===== config.mk =====
export PLATFORM = sky130hd
export DESIGN_NAME = lae_evaluator
export DESIGN_NICKNAME = d
export VERILOG_FILES = /design/src/verilog/lae_pkg.sv /design/src/verilog/lae_evaluator.sv /design/src/verilog/lae_history.sv /design/src/verilog/lae_sms_dest.sv
export VERILOG_INCLUDE_DIRS = /design/src /design/src/verilog
export SDC_FILE = /design/constraint.sdc
export NUM_CORES = 2
export LEC_CHECK = 0
export ABC_CLOCK_PERIOD_IN_PS = 7800
export BUFFER_PORTS_ARGS = -buffer_cell sky130_fd_sc_hd__buf_4
export CAP_MARGIN = 20
export CORE_MARGIN = 2
export CORE_UTILIZATION = 60
export CTS_BUF_LIST = sky130_fd_sc_hd__clkbuf_16
export CTS_CLUSTER_DIAMETER = 80
export CTS_CLUSTER_SIZE = 28
export DETAILED_ROUTE_END_ITERATION = 16
export PLACE_DENSITY_LB_ADDON = 0.12
export SYNTH_ARGS = -nofsm -noshare
export SYNTH_HDL_FRONTEND = slang
export SYNTH_SLANG_ARGS = --single-unit
export TNS_END_PERCENT = 100

===== constraint.sdc =====
create_clock -name clk -period 7.8 [get_ports clk]
set_input_delay 1.56 -clock clk [delete_from_list [all_inputs] [get_ports clk]]
set_output_delay 1.56 -clock clk [all_outputs]
set_load 0.02 [all_outputs]

===== src/verilog/lae_defines.svh =====
`ifndef LAE_DEFINES_SVH
`define LAE_DEFINES_SVH

// Register byte offsets
`define LAE_OFS_STATUS 8'h00
`define LAE_OFS_MASK 8'h04
`define LAE_OFS_OPTIONS 8'h08
`define LAE_OFS_NIGHT_END 8'h0C
`define LAE_OFS_NIGHT_LEVEL 8'h10
`define LAE_OFS_FAST_PERIOD 8'h14
`define LAE_OFS_FILL_VALUE 8'h18
`define LAE_OFS_SMS_MASK 8'h1C
`define LAE_OFS_ACTIVE 8'h20
`define LAE_OFS_CALLS 8'h24
`define LAE_OFS_SLOT_BASE 8'h40
`define LAE_OFS_SLOT_STRIDE 8'h10
// Per-slot word offsets within stride
`define LAE_SLOT_CFG 2'h0
`define LAE_SLOT_UPPER 2'h1
`define LAE_SLOT_LOWER 2'h2
`define LAE_SLOT_HYST 2'h3

// Option bit positions
`define LAE_OPT_CLEAR_NOTE 0
`define LAE_OPT_MIDNIGHT 1
`define LAE_OPT_IMMEDIATE 2
`define LAE_OPT_FAST 3
`define LAE_OPT_FILL_LAST 4
`define LAE_OPT_SMS 5
`define LAE_OPT_NIGHT_EN 6

// Slot config bit positions
`define LAE_CFG_UPPER_EN 0
`define LAE_CFG_LOWER_EN 1
`define LAE_CFG_PERSIST 2
`define LAE_CFG_CHAN_LO 4
`define LAE_CFG_CHAN_HI 6

// Status bit positions
`define LAE_ST_ALARM 0
`define LAE_ST_CLEAR 1
`define LAE_ST_NIGHT 2
`define LAE_ST_FAULT 3
`define LAE_ST_MIDNIGHT 4

// Reset values
`define LAE_RST_OPTIONS 8'h4D
`define LAE_RST_NIGHT_END 11'h168
`define LAE_RST_FAST_PERIOD 16'h003C
`define LAE_RST_FILL_VALUE 16'hFFFF

`endif


===== src/verilog/lae_pkg.sv =====
package lae_pkg;
    typedef enum logic [1:0] {
        LAE_CALL_IDLE = 2'b00,
        LAE_CALL_SERVER = 2'b01,
        LAE_CALL_SMS = 2'b10
    } lae_call_t;
    typedef logic [15:0] lae_value_t;
endpackage


===== src/verilog/lae_evaluator.sv =====
// Implementation choices: the Wishbone slave port and the register addresses.
`timescale 1ns/1ns
`default_nettype none
`include "lae_defines.svh"
// What this block does
// - Night check gathers channel 0's datapoints from midnight to end time.
// - At window end, raise night alarm if no datapoint was at or below level.
// - Night alarm holds until next window end, then is judged again.
// - Night check uses neither hysteresis nor persistence.
// - Zero hysteresis clears the alarm as soon as the threshold is recrossed.
// - Upper limit sets at the limit, clears below limit minus hysteresis.
// - One-of-one persistence sets on the first qualifying datapoint.
// - Three-of-four sets on three in a row, else judges after fourth.
// - Global options apply the same to all eight alarm slots.
// - Clear messages are made only when clear notification is enabled.
// - Midnight resend makes an extra call while any alarm is active.
// - Immediate call-in calls at once; otherwise report at next scheduled call.
// - Active slot alarm (not the night alarm) with fast calling replaces schedule with in-alarm period.
// - On fault, logged value is last valid value or configured default.
// - SMS alarming places a separate call per stored destination, up to eight.
// - All triggers of one slot share its hysteresis and persistence.
// - Lower limit sets below limit, releases above limit plus hysteresis.
module lae_evaluator
    import lae_pkg::*;
#(
    parameter int NSLOT = 8,
    parameter int NCHAN = 8,
    parameter int MINUTE_CYCLES = int'(64'd3000000000 / 64'd1000000000 * 64'd1000)
) (
    input wire logic clk,
    input wire logic resetn,
    input wire logic [31:0] wb_adr_i,
    input wire logic [31:0] wb_dat_i,
    output logic [31:0] wb_dat_o,
    input wire logic wb_we_i,
    input wire logic [3:0] wb_sel_i,
    input wire logic wb_cyc_i,
    input wire logic wb_stb_i,
    output logic wb_ack_o,
    output logic wb_err_o,
    input wire logic dp_valid,
    input wire logic [2:0] dp_chan,
    input wire logic [15:0] dp_value,
    input wire logic dp_fault,
    input wire logic [10:0] time_of_day,
    input wire logic sched_call,
    input wire logic call_done,
    output logic [15:0] log_value,
    output logic log_valid,
    output logic call_req,
    output logic [1:0] call_kind,
    output logic [2:0] sms_dest,
    output logic irq
);
    logic [7:0] status;
    logic [7:0] mask;
    logic [7:0] options;
    logic [10:0] night_end;
    logic [15:0] night_level;
    logic [15:0] fast_period;
    logic [15:0] fill_value;
    logic [7:0] sms_mask;
    logic [7:0] cfg [NSLOT];
    logic [15:0] upper [NSLOT];
    logic [15:0] lower [NSLOT];
    logic [15:0] hyst [NSLOT];
    logic [NSLOT-1:0] active;
    logic [3:0] hist [NSLOT];
    logic [15:0] last_good;
    logic night_seen;
    logic night_alarm;
    logic pend_report;
    logic [15:0] minute_count;
    logic [15:0] fast_count;
    lae_call_t call_state;
    logic [10:0] prev_tod;
    logic [15:0] call_count;

    // Bus decode
    wire bus_req = wb_cyc_i && wb_stb_i && !wb_ack_o && !wb_err_o;
    wire [7:0] ofs = wb_adr_i[7:0];
    wire in_slot = ofs >= `LAE_OFS_SLOT_BASE && ofs < 8'(`LAE_OFS_SLOT_BASE + NSLOT * `LAE_OFS_SLOT_STRIDE);
    wire [7:0] slot_ofs = ofs - `LAE_OFS_SLOT_BASE;
    wire [2:0] slot_idx = slot_ofs[6:4];
    wire [1:0] slot_word = slot_ofs[3:2];
    wire mapped = in_slot || ofs == `LAE_OFS_STATUS || ofs == `LAE_OFS_MASK
        || ofs == `LAE_OFS_OPTIONS || ofs == `LAE_OFS_NIGHT_END || ofs == `LAE_OFS_NIGHT_LEVEL
        || ofs == `LAE_OFS_FAST_PERIOD || ofs == `LAE_OFS_FILL_VALUE || ofs == `LAE_OFS_SMS_MASK
        || ofs == `LAE_OFS_ACTIVE || ofs == `LAE_OFS_CALLS;
    wire wr = bus_req && wb_we_i && mapped && ofs[1:0] == 2'b00;
    wire [31:0] wmask = {{8{wb_sel_i[3]}}, {8{wb_sel_i[2]}}, {8{wb_sel_i[1]}}, {8{wb_sel_i[0]}}};
    wire [31:0] wdat = wb_dat_i & wmask;

    function automatic logic [31:0] merge(input logic [31:0] old, input logic [31:0] nw, input logic [31:0] m);
        merge = (old & ~m) | (nw & m);
    endfunction

    logic [31:0] rdata;
    always_comb begin
        rdata = 32'h0000_0000;
        if (in_slot) begin
            unique case (slot_word)
                `LAE_SLOT_CFG: rdata = {24'h00_0000, cfg[slot_idx]};
                `LAE_SLOT_UPPER: rdata = {16'h0000, upper[slot_idx]};
                `LAE_SLOT_LOWER: rdata = {16'h0000, lower[slot_idx]};
                `LAE_SLOT_HYST: rdata = {16'h0000, hyst[slot_idx]};
            endcase
        end else begin
            case (ofs)
                `LAE_OFS_STATUS: rdata = {24'h00_0000, status};
                `LAE_OFS_MASK: rdata = {24'h00_0000, mask};
                `LAE_OFS_OPTIONS: rdata = {24'h00_0000, options};
                `LAE_OFS_NIGHT_END: rdata = {21'h00_0000, night_end};
                `LAE_OFS_NIGHT_LEVEL: rdata = {16'h0000, night_level};
                `LAE_OFS_FAST_PERIOD: rdata = {16'h0000, fast_period};
                `LAE_OFS_FILL_VALUE: rdata = {16'h0000, fill_value};
                `LAE_OFS_SMS_MASK: rdata = {24'h00_0000, sms_mask};
                `LAE_OFS_ACTIVE: rdata = {23'h00_0000, night_alarm, 8'(active)};
                `LAE_OFS_CALLS: rdata = {16'h0000, call_count};
                default: rdata = 32'h0000_0000;
            endcase
        end
    end

    always_ff @(posedge clk or negedge resetn) begin
        if (!resetn) begin
            wb_ack_o <= 1'b0;
            wb_err_o <= 1'b0;
            wb_dat_o <= 32'h0000_0000;
        end else begin
            wb_ack_o <= bus_req && mapped;
            wb_err_o <= bus_req && !mapped;
            wb_dat_o <= rdata;
        end
    end

    always_ff @(posedge clk or negedge resetn) begin
        if (!resetn) begin
            mask <= 8'h00;
            options <= `LAE_RST_OPTIONS;
            night_end <= `LAE_RST_NIGHT_END;
            night_level <= 16'h0000;
            fast_period <= `LAE_RST_FAST_PERIOD;
            fill_value <= `LAE_RST_FILL_VALUE;
            sms_mask <= 8'h00;
        end else if (wr && !in_slot) begin
            case (ofs)
                `LAE_OFS_MASK: mask <= 8'(merge({24'h0, mask}, wdat, wmask));
                `LAE_OFS_OPTIONS: options <= 8'(merge({24'h0, options}, wdat, wmask));
                `LAE_OFS_NIGHT_END: night_end <= 11'(merge({21'h0, night_end}, wdat, wmask));
                `LAE_OFS_NIGHT_LEVEL: night_level <= 16'(merge({16'h0, night_level}, wdat, wmask));
                `LAE_OFS_FAST_PERIOD: fast_period <= 16'(merge({16'h0, fast_period}, wdat, wmask));
                `LAE_OFS_FILL_VALUE: fill_value <= 16'(merge({16'h0, fill_value}, wdat, wmask));
                `LAE_OFS_SMS_MASK: sms_mask <= 8'(merge({24'h0, sms_mask}, wdat, wmask));
                default: ;
            endcase
        end
    end

    // Fault fill: last good or default
    wire [15:0] eff_value = !dp_fault ? dp_value : (options[`LAE_OPT_FILL_LAST] ? last_good : fill_value);
    always_ff @(posedge clk or negedge resetn) begin
        if (!resetn) begin
            last_good <= 16'h0000;
            log_value <= 16'h0000;
            log_valid <= 1'b0;
        end else begin
            log_valid <= dp_valid;
            if (dp_valid) begin
                log_value <= eff_value;
            end
            if (dp_valid && !dp_fault) begin
                last_good <= dp_value;
            end
        end
    end

    logic [NSLOT-1:0] set_ev;
    logic [NSLOT-1:0] clr_ev;
    genvar g;
    generate
        for (g = 0; g < NSLOT; g++) begin : slot
            // Shared hysteresis and persistence for both triggers
            wire mine = dp_valid && dp_chan == cfg[g][`LAE_CFG_CHAN_HI:`LAE_CFG_CHAN_LO];
            wire up_en = cfg[g][`LAE_CFG_UPPER_EN];
            wire lo_en = cfg[g][`LAE_CFG_LOWER_EN];
            wire [16:0] up_rel = {1'b0, upper[g]} - {1'b0, hyst[g]};
            wire [16:0] lo_rel = {1'b0, lower[g]} + {1'b0, hyst[g]};
            wire hit = (up_en && eff_value >= upper[g]) || (lo_en && eff_value < lower[g]);
            // Zero hysteresis collapses release to the limit
            wire release_ok = (!up_en || (!up_rel[16] && {1'b0, eff_value} < up_rel))
                && (!lo_en || {1'b0, eff_value} > lo_rel);
            wire [3:0] h_next = {hist[g][2:0], hit};
            wire three_row = h_next[2:0] == 3'b111;
            wire three_of_four = (4'(h_next[0]) + 4'(h_next[1]) + 4'(h_next[2]) + 4'(h_next[3])) >= 4'h3;
            wire confirm = cfg[g][`LAE_CFG_PERSIST] ? (three_row || three_of_four) : hit;
            assign set_ev[g] = mine && !active[g] && confirm;
            assign clr_ev[g] = mine && active[g] && release_ok;
            lae_history u_hist (
                .clk(clk),
                .resetn(resetn),
                .shift(mine),
                .hit(hit),
                .clr(set_ev[g] || clr_ev[g]),
                .hist(hist[g])
            );
            always_ff @(posedge clk or negedge resetn) begin
                if (!resetn) begin
                    cfg[g] <= 8'h00;
                    upper[g] <= 16'h0000;
                    lower[g] <= 16'h0000;
                    hyst[g] <= 16'h0000;
                    active[g] <= 1'b0;
                end else begin
                    if (wr && in_slot && slot_idx == 3'(g)) begin
                        unique case (slot_word)
                            `LAE_SLOT_CFG: cfg[g] <= 8'(merge({24'h0, cfg[g]}, wdat, wmask));
                            `LAE_SLOT_UPPER: upper[g] <= 16'(merge({16'h0, upper[g]}, wdat, wmask));
                            `LAE_SLOT_LOWER: lower[g] <= 16'(merge({16'h0, lower[g]}, wdat, wmask));
                            `LAE_SLOT_HYST: hyst[g] <= 16'(merge({16'h0, hyst[g]}, wdat, wmask));
                        endcase
                    end
                    if (set_ev[g]) begin
                        active[g] <= 1'b1;
                    end else if (clr_ev[g]) begin
                        active[g] <= 1'b0;
                    end
                end
            end
            a_upper_set: assert property (@(posedge clk) disable iff (!resetn)
                mine && !cfg[g][`LAE_CFG_PERSIST] && up_en && eff_value >= upper[g] |=> active[g])
                else $error("upper hit did not activate");
            a_up_release: assert property (@(posedge clk) disable iff (!resetn)
                active[g] && mine && up_en && !lo_en && !up_rel[16] && {1'b0, eff_value} >= up_rel |=> active[g])
                else $error("alarm cleared inside hysteresis");
        end
    endgenerate

    // Night window: midnight to end time
    wire in_window = time_of_day < night_end;
    wire win_end = time_of_day == night_end && prev_tod != night_end;
    wire midnight = time_of_day == 11'h000 && prev_tod != 11'h000;
    wire night_dp = dp_valid && in_window && dp_chan == 3'h0 && eff_value <= night_level;
    always_ff @(posedge clk or negedge resetn) begin
        if (!resetn) begin
            prev_tod <= 11'h000;
            night_seen <= 1'b0;
            night_alarm <= 1'b0;
        end else begin
            prev_tod <= time_of_day;
            if (win_end) begin
                night_alarm <= options[`LAE_OPT_NIGHT_EN] && !night_seen;
                night_seen <= 1'b0;
            end else if (night_dp) begin
                night_seen <= 1'b1;
            end
        end
    end
    a_night_judge: assert property (@(posedge clk) disable iff (!resetn)
        win_end && options[`LAE_OPT_NIGHT_EN] && !night_seen |=> night_alarm)
        else $error("night alarm not raised");
    a_night_hold: assert property (@(posedge clk) disable iff (!resetn)
        night_alarm && !win_end |=> night_alarm)
        else $error("night alarm dropped early");

    wire any_set = |set_ev || (win_end && options[`LAE_OPT_NIGHT_EN] && !night_seen && !night_alarm);
    wire any_clr = (|clr_ev || (win_end && night_alarm && night_seen)) && options[`LAE_OPT_CLEAR_NOTE];
    wire any_active = |active || night_alarm;
    wire report_ev = any_set || any_clr;

    // Interrupts: set beats clear
    wire [7:0] st_set = {3'b000, midnight && any_active && options[`LAE_OPT_MIDNIGHT],
        dp_valid && dp_fault, win_end && !night_seen && options[`LAE_OPT_NIGHT_EN], any_clr, any_set};
    wire [7:0] st_clr = (wr && !in_slot && ofs == `LAE_OFS_STATUS) ? wdat[7:0] : 8'h00;
    always_ff @(posedge clk or negedge resetn) begin
        if (!resetn) begin
            status <= 8'h00;
        end else begin
            status <= (status & ~st_clr) | st_set;
        end
    end
    assign irq = |(status & mask);

    // Fast call schedule in minutes
    wire minute_tick = minute_count == 16'(MINUTE_CYCLES - 1);
    wire fast_mode = |active && options[`LAE_OPT_FAST];
    wire fast_due = fast_mode && minute_tick && fast_count + 16'h0001 >= fast_period;
    wire sched_ok = sched_call && !fast_mode;
    wire immediate = report_ev && options[`LAE_OPT_IMMEDIATE];
    wire resend = midnight && any_active && options[`LAE_OPT_MIDNIGHT];
    wire call_trig = immediate || resend || fast_due || (sched_ok && pend_report) || sched_ok;
    logic sms_start;
    logic sms_busy;
    lae_sms_dest #(.NDEST(8)) u_sms (
        .clk(clk),
        .resetn(resetn),
        .start(sms_start),
        .dest_mask(sms_mask),
        .call_done(call_done && call_state == LAE_CALL_SMS),
        .busy(sms_busy),
        .dest(sms_dest)
    );
    assign sms_start = call_state == LAE_CALL_SERVER && call_done && options[`LAE_OPT_SMS] && |sms_mask;
    always_ff @(posedge clk or negedge resetn) begin
        if (!resetn) begin
            minute_count <= 16'h0000;
            fast_count <= 16'h0000;
            pend_report <= 1'b0;
            call_state <= LAE_CALL_IDLE;
            call_count <= 16'h0000;
        end else begin
            minute_count <= minute_tick ? 16'h0000 : minute_count + 16'h0001;
            if (!fast_mode || fast_due) begin
                fast_count <= 16'h0000;
            end else if (minute_tick) begin
                fast_count <= fast_count + 16'h0001;
            end
            // Deferred reports ride the next scheduled call
            if (report_ev && !options[`LAE_OPT_IMMEDIATE]) begin
                pend_report <= 1'b1;
            end else if (call_state == LAE_CALL_SERVER && call_done) begin
                pend_report <= 1'b0;
            end
            unique case (call_state)
                LAE_CALL_IDLE: begin
                    if (call_trig) begin
                        call_state <= LAE_CALL_SERVER;
                        call_count <= call_count + 16'h0001;
                    end
                end
                LAE_CALL_SERVER: begin
                    if (call_done) begin
                        call_state <= sms_start ? LAE_CALL_SMS : LAE_CALL_IDLE;
                    end
                end
                LAE_CALL_SMS: begin
                    if (!sms_busy) begin
                        call_state <= LAE_CALL_IDLE;
                    end
                end
                default: call_state <= LAE_CALL_IDLE;
            endcase
        end
    end
    assign call_req = call_state != LAE_CALL_IDLE && !(call_state == LAE_CALL_SMS && !sms_busy);
    assign call_kind = call_state;
    a_imm_call: assert property (@(posedge clk) disable iff (!resetn)
        immediate && call_state == LAE_CALL_IDLE |=> call_state == LAE_CALL_SERVER)
        else $error("immediate call not started");
    a_clear_gate: assert property (@(posedge clk) disable iff (!resetn)
        !options[`LAE_OPT_CLEAR_NOTE] && !any_set && !(wr && ofs == `LAE_OFS_STATUS) |=> !status[`LAE_ST_CLEAR] || $past(status[`LAE_ST_CLEAR]))
        else $error("clear note without option");
    a_midnight_call: assert property (@(posedge clk) disable iff (!resetn)
        resend && call_state == LAE_CALL_IDLE |=> call_req)
        else $error("midnight resend missing");
    a_fault_fill: assert property (@(posedge clk) disable iff (!resetn)
        dp_valid && dp_fault && !options[`LAE_OPT_FILL_LAST] |=> log_valid && log_value == $past(fill_value))
        else $error("fault fill wrong");
endmodule // lae_evaluator
`default_nettype wire


===== src/verilog/lae_history.sv =====
`timescale 1ns/1ns
`default_nettype none
module lae_history (
    input wire logic clk,
    input wire logic resetn,
    input wire logic shift,
    input wire logic hit,
    input wire logic clr,
    output logic [3:0] hist
);
    // Newest result in bit 0
    always_ff @(posedge clk or negedge resetn) begin
        if (!resetn) begin
            hist <= 4'h0;
        end else if (clr) begin
            hist <= 4'h0;
        end else if (shift) begin
            hist <= {hist[2:0], hit};
        end
    end
endmodule // lae_history
`default_nettype wire


===== src/verilog/lae_sms_dest.sv =====
`timescale 1ns/1ns
`default_nettype none
module lae_sms_dest #(
    parameter int NDEST = 8
) (
    input wire logic clk,
    input wire logic resetn,
    input wire logic start,
    input wire logic [NDEST-1:0] dest_mask,
    input wire logic call_done,
    output logic busy,
    output logic [2:0] dest
);
    logic [NDEST-1:0] pend;
    logic [2:0] first;
    always_comb begin
        first = 3'h0;
        for (int i = NDEST - 1; i >= 0; i--) begin
            if (pend[i]) begin
                first = 3'(i);
            end
        end
    end
    assign busy = |pend;
    // One call per stored destination, lowest first
    always_ff @(posedge clk or negedge resetn) begin
        if (!resetn) begin
            pend <= '0;
            dest <= 3'h0;
        end else begin
            if (start && !busy) begin
                pend <= dest_mask;
            end else if (call_done && busy) begin
                pend[dest] <= 1'b0;
            end
            dest <= first;
        end
    end
endmodule // lae_sms_dest
`default_nettype wire


[After elaboration in Yosys (flattened, before gate mapping)]
Index checks and enable logic that the tools add are counted.
Operators by class
  bitwise logic cells: 88
  add/subtract/negate cells: 44
  equality and inequality tests: 43
  muxes and demuxes: 82
  magnitude comparators: 48
  reduce and logical (&&, ||, !) cells: 304
Operator list (number)
  16-bit AND: 29
  16-bit bitwise OR: 27
  16-bit 2-to-1 mux: 11
  16-bit case mux with 10 select lines: 1
  16-bit binary-select mux with 3-bit select: 3
  16-bit >= comparator: 9
  16-bit by 16-bit adder with 17-bit output: 8
  16-bit by 17-bit greater-than comparator with 1-bit output: 8
  16-bit by 17-bit less-than comparator with 1-bit output: 8
  16-bit by 16-bit subtractor with 17-bit output: 8
  16-bit less-than comparator: 8
  32-bit case mux with 4 select lines: 1
  1-bit logical AND: 126
  8-bit AND: 14
  8-bit bitwise OR: 11
  2-bit AND reduction: 40
  3-bit 2-to-1 mux: 24
  1-bit logical OR: 59
  16-bit by 1-bit adder with 16-bit output, second input constant: 3
  8-bit OR reduction: 6
  1-bit zero test: 43
  2-bit nonzero test: 21
  8-bit 2-to-1 mux: 5
  3-bit == test, second input constant: 12
  other kinds (43): 124
Word-level totals
  output and inout port bits: 58
  register bits after elaboration: 713

[Longest topological paths before layout]
  word-level depth: 22
  gate-level depth with buffers: 26
  mapped depth without buffers: 25

[By module]
From an unflattened synthesis, not the netlist that was laid out.
Unflattened totals
  cells, all modules: 5996
  area, all modules: 56091.3 um^2
Modules (own cells, without submodules)
  lae_evaluator: area each 54299.6 um^2, seq. area each 16575.9 um^2, cells each 5838, instances 1
  lae_history: area each 160.2 um^2, seq. area each 100.1 um^2, cells each 13, instances 8
  lae_sms_dest: area each 510.5 um^2, seq. area each 275.3 um^2, cells each 54, instances 1

[Worst setup path after synthesis]
OpenSTA, ideal clock, no wires.
  path kind: input port to flip-flop
  start point: in dp_fault
  end point: reg call_count[1]
  buffers on the path: 3
  stages on the path: 23
  arrival time: 7.980 ns
  slack: -0.305 ns
  library setup time: 0.125 ns
  cell sequence: buf_2 buf_1 buf_1 nor2_1 a21oi_1 ha_1 a21o_1 a21o_1 a21oi_1 o21ai_0 a2111oi_1 inv_1 fa_1 ha_1 ha_1 a2111oi_0 nor2_1 nand2_1 a21oi_1 or3_4 o41ai_4 a21oi_2 mux2_4
Between the ends
  cells in the longest elaborated chain, start to end: 20
  elaborated cells on any way between the ends: 173
Ends and longest elaborated chain
  start, declared: RTL line lae_evaluator.sv:44  | input wire logic dp_fault,
  16-bit 2-to-1 mux *: RTL line lae_evaluator.sv:161  | wire [15:0] eff_value = !dp_fault ? dp_value : (options[`LAE_OPT_FILL_LAST] ? last_good : fill_value);
  named net eff_value[13]: RTL line lae_evaluator.sv:161
  16-bit >= comparator / 16-bit less-than comparator (equally long branches): RTL line lae_evaluator.sv:189  | wire hit = (up_en && eff_value >= upper[g]) || (lo_en && eff_value < lower[g]);
  1-bit logical AND: RTL line lae_evaluator.sv:189
  1-bit logical OR: RTL line lae_evaluator.sv:189
  1-bit by 1-bit adder with 2-bit output: RTL line lae_evaluator.sv:195  | wire three_of_four = (4'(h_next[0]) + 4'(h_next[1]) + 4'(h_next[2]) + 4'(h_next[3])) >= 4'h3;
  2-bit by 1-bit adder with 3-bit output: RTL line lae_evaluator.sv:195
  3-bit by 1-bit adder with 4-bit output: RTL line lae_evaluator.sv:195
  (+2 left out)
  1-bit 2-to-1 mux: RTL line lae_evaluator.sv:196  | wire confirm = cfg[g][`LAE_CFG_PERSIST] ? (three_row || three_of_four) : hit;
  1-bit logical AND: RTL line lae_evaluator.sv:197  | assign set_ev[g] = mine && !active[g] && confirm;
  8-bit OR reduction: RTL line lae_evaluator.sv:266  | wire any_set = |set_ev || (win_end && options[`LAE_OPT_NIGHT_EN] && !night_seen && !night_alarm);
  1-bit logical OR: RTL line lae_evaluator.sv:266
  1-bit logical OR *: RTL line lae_evaluator.sv:269  | wire report_ev = any_set || any_clr;
  1-bit logical AND *: RTL line lae_evaluator.sv:289  | wire immediate = report_ev && options[`LAE_OPT_IMMEDIATE];
  1-bit logical OR * (4 in a row): RTL line lae_evaluator.sv:291  | wire call_trig = immediate || resend || fast_due || (sched_ok && pend_report) || sched_ok;
  2-bit AND reduction (no source line) *
  end signal, assigned: RTL line lae_evaluator.sv:328  | call_count <= call_count + 16'h0001;
  end, declared: RTL line lae_evaluator.sv:77  | logic [15:0] call_count;
The timed path passes the listed nets; every way through them passes the cells marked *.
A chain may end at the register's enable or synchronous reset.

==> metrics.csv <==
stage,metric,value,unit
sta,unrepaired setup endpoints after global routing,false,
logic_synthesis,Post-synth ARST share,100,%
power,Sw Ratio,33.8,%
clocking,Clock Sinks,696,
logic_synthesis,Gate Count Post-Synth,5979,
final_layout,Area Growth Syn to Fin,8.21,%
clocking,Max Root-Sink Buffers,3,
final_layout,share of cells above drive strength 1,12.9,%
clocking,worst skew pair latency,680,ps
place,post-detail-place hpwl,162000,um
die,starting density of the core,60.3,%
detailed_routing,router iterations before antenna repair,10,
place,routability cong.,1.04,
sta,achievable frequency,132,MHz
grt,vias in the first global route,48233,
setup_path,CP endpoint kind,register,
clocking,CTS resizes,0,
die,FP Rows,112,
sta,crit share post-route,97.0,%
setup_path,Critical Path Start Type,register,
power,Pwr per Cell Area,141,mW/mm^2
die,height of the die,310,um
power,VDD IR max,142,uV
logic_synthesis,Post-Synth XOR/XNOR Area,4.21,%
status,status,"finished, final reports clean",
clocking,Num CTS Buffers,46,
setup_path,CP required,8340,ps
grt,largest net degree at the start of global routing,155,
grt,first-pass GRT wire length,301000,um
logic_synthesis,"Distinct cells, synth",100,
logic_synthesis,number of synthesized flops with an enable pin,0,
sta,actual slew at the worst max-slew pin,1250,ps
final_layout,Final Util,65.2,%
sta,clock skew,57.7,ps
min_path,Worst Hold Class,reg -> reg,
logic_synthesis,Synth Area per Inst,9.37,sq um
detailed_routing,Vias/cell,6.62,
power,Reg power frac,44.8,%
place,PortBufs,106,
logic_synthesis,"Seq/Total Area, Yosys",31.2,%
clocking,cts hold-fix bufs,0,
final_layout,"most common cell after layout, fill and taps aside",ha_1,
logic_synthesis,synth warn,0,
die,area of the die,0.0958,sq mm
min_path,worst hold start,minute_count[0]$_DFF_PN0_,
place,pre-CTS WS,-172,ps
logic_synthesis,ys flop type,dfrtp_1,
sta,Finish-stage setup viols,0,
sta,Worst slew margin,16.0,%
logic_synthesis,Simple-Gate Fraction of Synth Area,12.4,%
detailed_routing,via count,48896,
clocking,Clock Pin Slew Worst Setup and Hold Paths,100,ps
final_layout,post-layout net count,7052,
die,core area,0.0929,sq mm
sta,"Hold Violations, Final",0,
flow_run,max_cap viols,0,
grt,gr ovfl total,0,
logic_synthesis,Compound-Gate Fraction of Synth Area,17.2,%
die,Die Width,310,um
clocking,CTS tree,done,
power,Lkg Pwr,0.0288,uW
sta,sum of negative setup slack,0,ps
sta,Slew Limit Fails,0,
logic_synthesis,area of the mapped netlist,0.0560,sq mm
setup_path,CP arrival,8110,ps
clocking,H-tree lvl count,2,
logic_synthesis,mux cell area share after synthesis,10.5,%
grt,GRT Util Overall,42.9,%
final_layout,most frequent cells in the layout,"ha_1, dfrtp_1, nand2_1",
die,io pins,165,
setup_path,Crit Path Class,reg -> reg,
final_layout,Filler Cells Inserted,7807,
detailed_routing,post-route DRC violation count,0,
detailed_routing,Routed WL,206000,um
detailed_routing,post-route ant nets,0,
grt,antenna violations before repair,5,
power,Comb power frac,22.5,%
detailed_routing,Starting DRT DRC Count,4803,
logic_synthesis,"flops & latches, synth",696,
logic_synthesis,largest family of logic cells by synthesized area,adder cells,
logic_synthesis,adder-cell share of the synthesized area,19.2,%
place,placed cells,7297,
power,clock power share,32.7,%
final_layout,filler-free cell count of the finished design,7390,
power,P_sw,2890,uW
power,"Power, Total",8530,uW
clocking,Root Buffer,clkbuf_16,
sta,Final WS setup,234,ps
power,Int Pwr,5650,uW
setup_path,"Max FO, Critical Path",12,
detailed_routing,wire length per cell,27.8,um
sta,min Tclk post-route,7570,ps
clocking,Setup Buffers After CTS,0,
[worst max-delay path, stage by stage (launching register included)]
cell       delay (ps)
dfrtp_1           480
ha_1              310
a21o_1            170
a21oi_1           240
o21bai_1          130
a21oi_1           270
o21bai_1          100
a21oi_1           310
o21ai_0           210
a31oi_1           340
o21ai_0           260
mux2i_1           170
a2111oi_0         600
ha_1              390
a21oi_1           150
nand2_1           110
a2111oi_0         940
buf_4             240
o211ai_1          220
nand4b_1          230
a311oi_1           70
and4bb_1          350
a41oi_4           190
o41ai_4           440
buf_4             260
a2111oi_0         130
xor2_1            160
[metal layers]
layer | vias up | wire (um) | track usage, %
met5 | - | 42 | 0.253
met4 | 6 | 21800 | 37.3
met3 | 792 | 17900 | 7.93
met2 | 2381 | 92900 | 69.1
met1 | 23881 | 72900 | 49.4
li1 | 21836 | - | -
[through the flow]
stage	hold WS, ps	cell area (sq um)
global placement	440	59000
detailed placement	457	59000
floorplan	425	56100
global route	494	60600
finish	464	60600
CTS	473	60600
[layout make-up]
| type | instances | area [sq um] | share of cell area [%] |
|---|---|---|---|
| inverters | 569 | 2140 | 3.52 |
| clock inverters | 38 | 407 | 0.671 |
| multi-input cells | 4532 | 35800 | 59.1 |
| repair buffers | 253 | 2060 | 3.39 |
| flip-flops and latches | 696 | 17500 | 28.8 |
| well taps | 1254 | 1570 | 2.59 |
| diodes | 1 | 2.50 | 0.00413 |
| clock buffers | 47 | 1180 | 1.94 |
[cell families after synthesis]
logic type | Yosys count
AOI/OAI and AO/OA | 1523
muxes | 399
other | 1
and+or+nand+nor | 1478
buffers and inverters | 766
adders and majority gates | 847
xor gates and xnor gates | 269
DFF | 696
[power by group through the flow]
stage / Combinational (uW) / Sequential [uW] / Clock, uW
floorplan: 1130 / 3860 / 0
global placement: 1810 / 3880 / 0
detailed placement: 1870 / 3890 / 0
CTS: 1880 / 3820 / 2810
global route: 2080 / 3830 / 2940
finish: 1920 / 3820 / 2790
[Yosys cell counts, types with 24 or more instances]
| master | count | share of area (%) |
|---|---|---|
| a211oi_1 | 59 | 0.79 |
| a21o_1 | 88 | 1.2 |
| a21oi_1 | 328 | 2.9 |
| a221oi_1 | 27 | 0.42 |
| a22o_1 | 41 | 0.64 |
| a22oi_1 | 34 | 0.46 |
| and3_1 | 33 | 0.37 |
| buf_1 | 30 | 0.20 |
| clkbuf_1 | 139 | 0.93 |
| dfrtp_1 | 668 | 30 |
| dfstp_2 | 28 | 1.3 |
| fa_1 | 24 | 0.86 |
| ha_1 | 823 | 18 |
| inv_1 | 567 | 3.8 |
| mux2_2 | 237 | 4.8 |
| mux2i_1 | 32 | 0.57 |
| mux4_2 | 128 | 5.1 |
| nand2_1 | 613 | 4.1 |
| nand2b_1 | 61 | 0.68 |
| nand3_1 | 138 | 1.2 |
| nand4_1 | 91 | 1.0 |
| nor2_1 | 279 | 1.9 |
| nor2b_1 | 56 | 0.63 |
| nor3_1 | 68 | 0.61 |
| nor4_1 | 25 | 0.28 |
| o211ai_1 | 40 | 0.54 |
| o21a_1 | 40 | 0.54 |
| o21ai_0 | 577 | 5.2 |
| o21bai_1 | 47 | 0.63 |
| xnor2_1 | 151 | 2.4 |
| xor2_1 | 118 | 1.8 |
[path summary, 6_finish.rpt]
kind / depth (start not counted) / slack, ps / to
min in group asynchronous: 1 / 880 / log_value[6]$_DFFE_PN0P_
setup / recovery: 26 / 230 / call_count[15]$_DFFE_PN0P_
hold reg to reg: 1 / 460 / minute_count[0]$_DFF_PN0_
setup reg to reg: 26 / 230 / call_count[15]$_DFFE_PN0P_
hold / removal: 1 / 460 / minute_count[0]$_DFF_PN0_
max in group asynchronous: 3 / 5220 / asynchronous set/reset pin
Power figures use the tool's default switching activity.
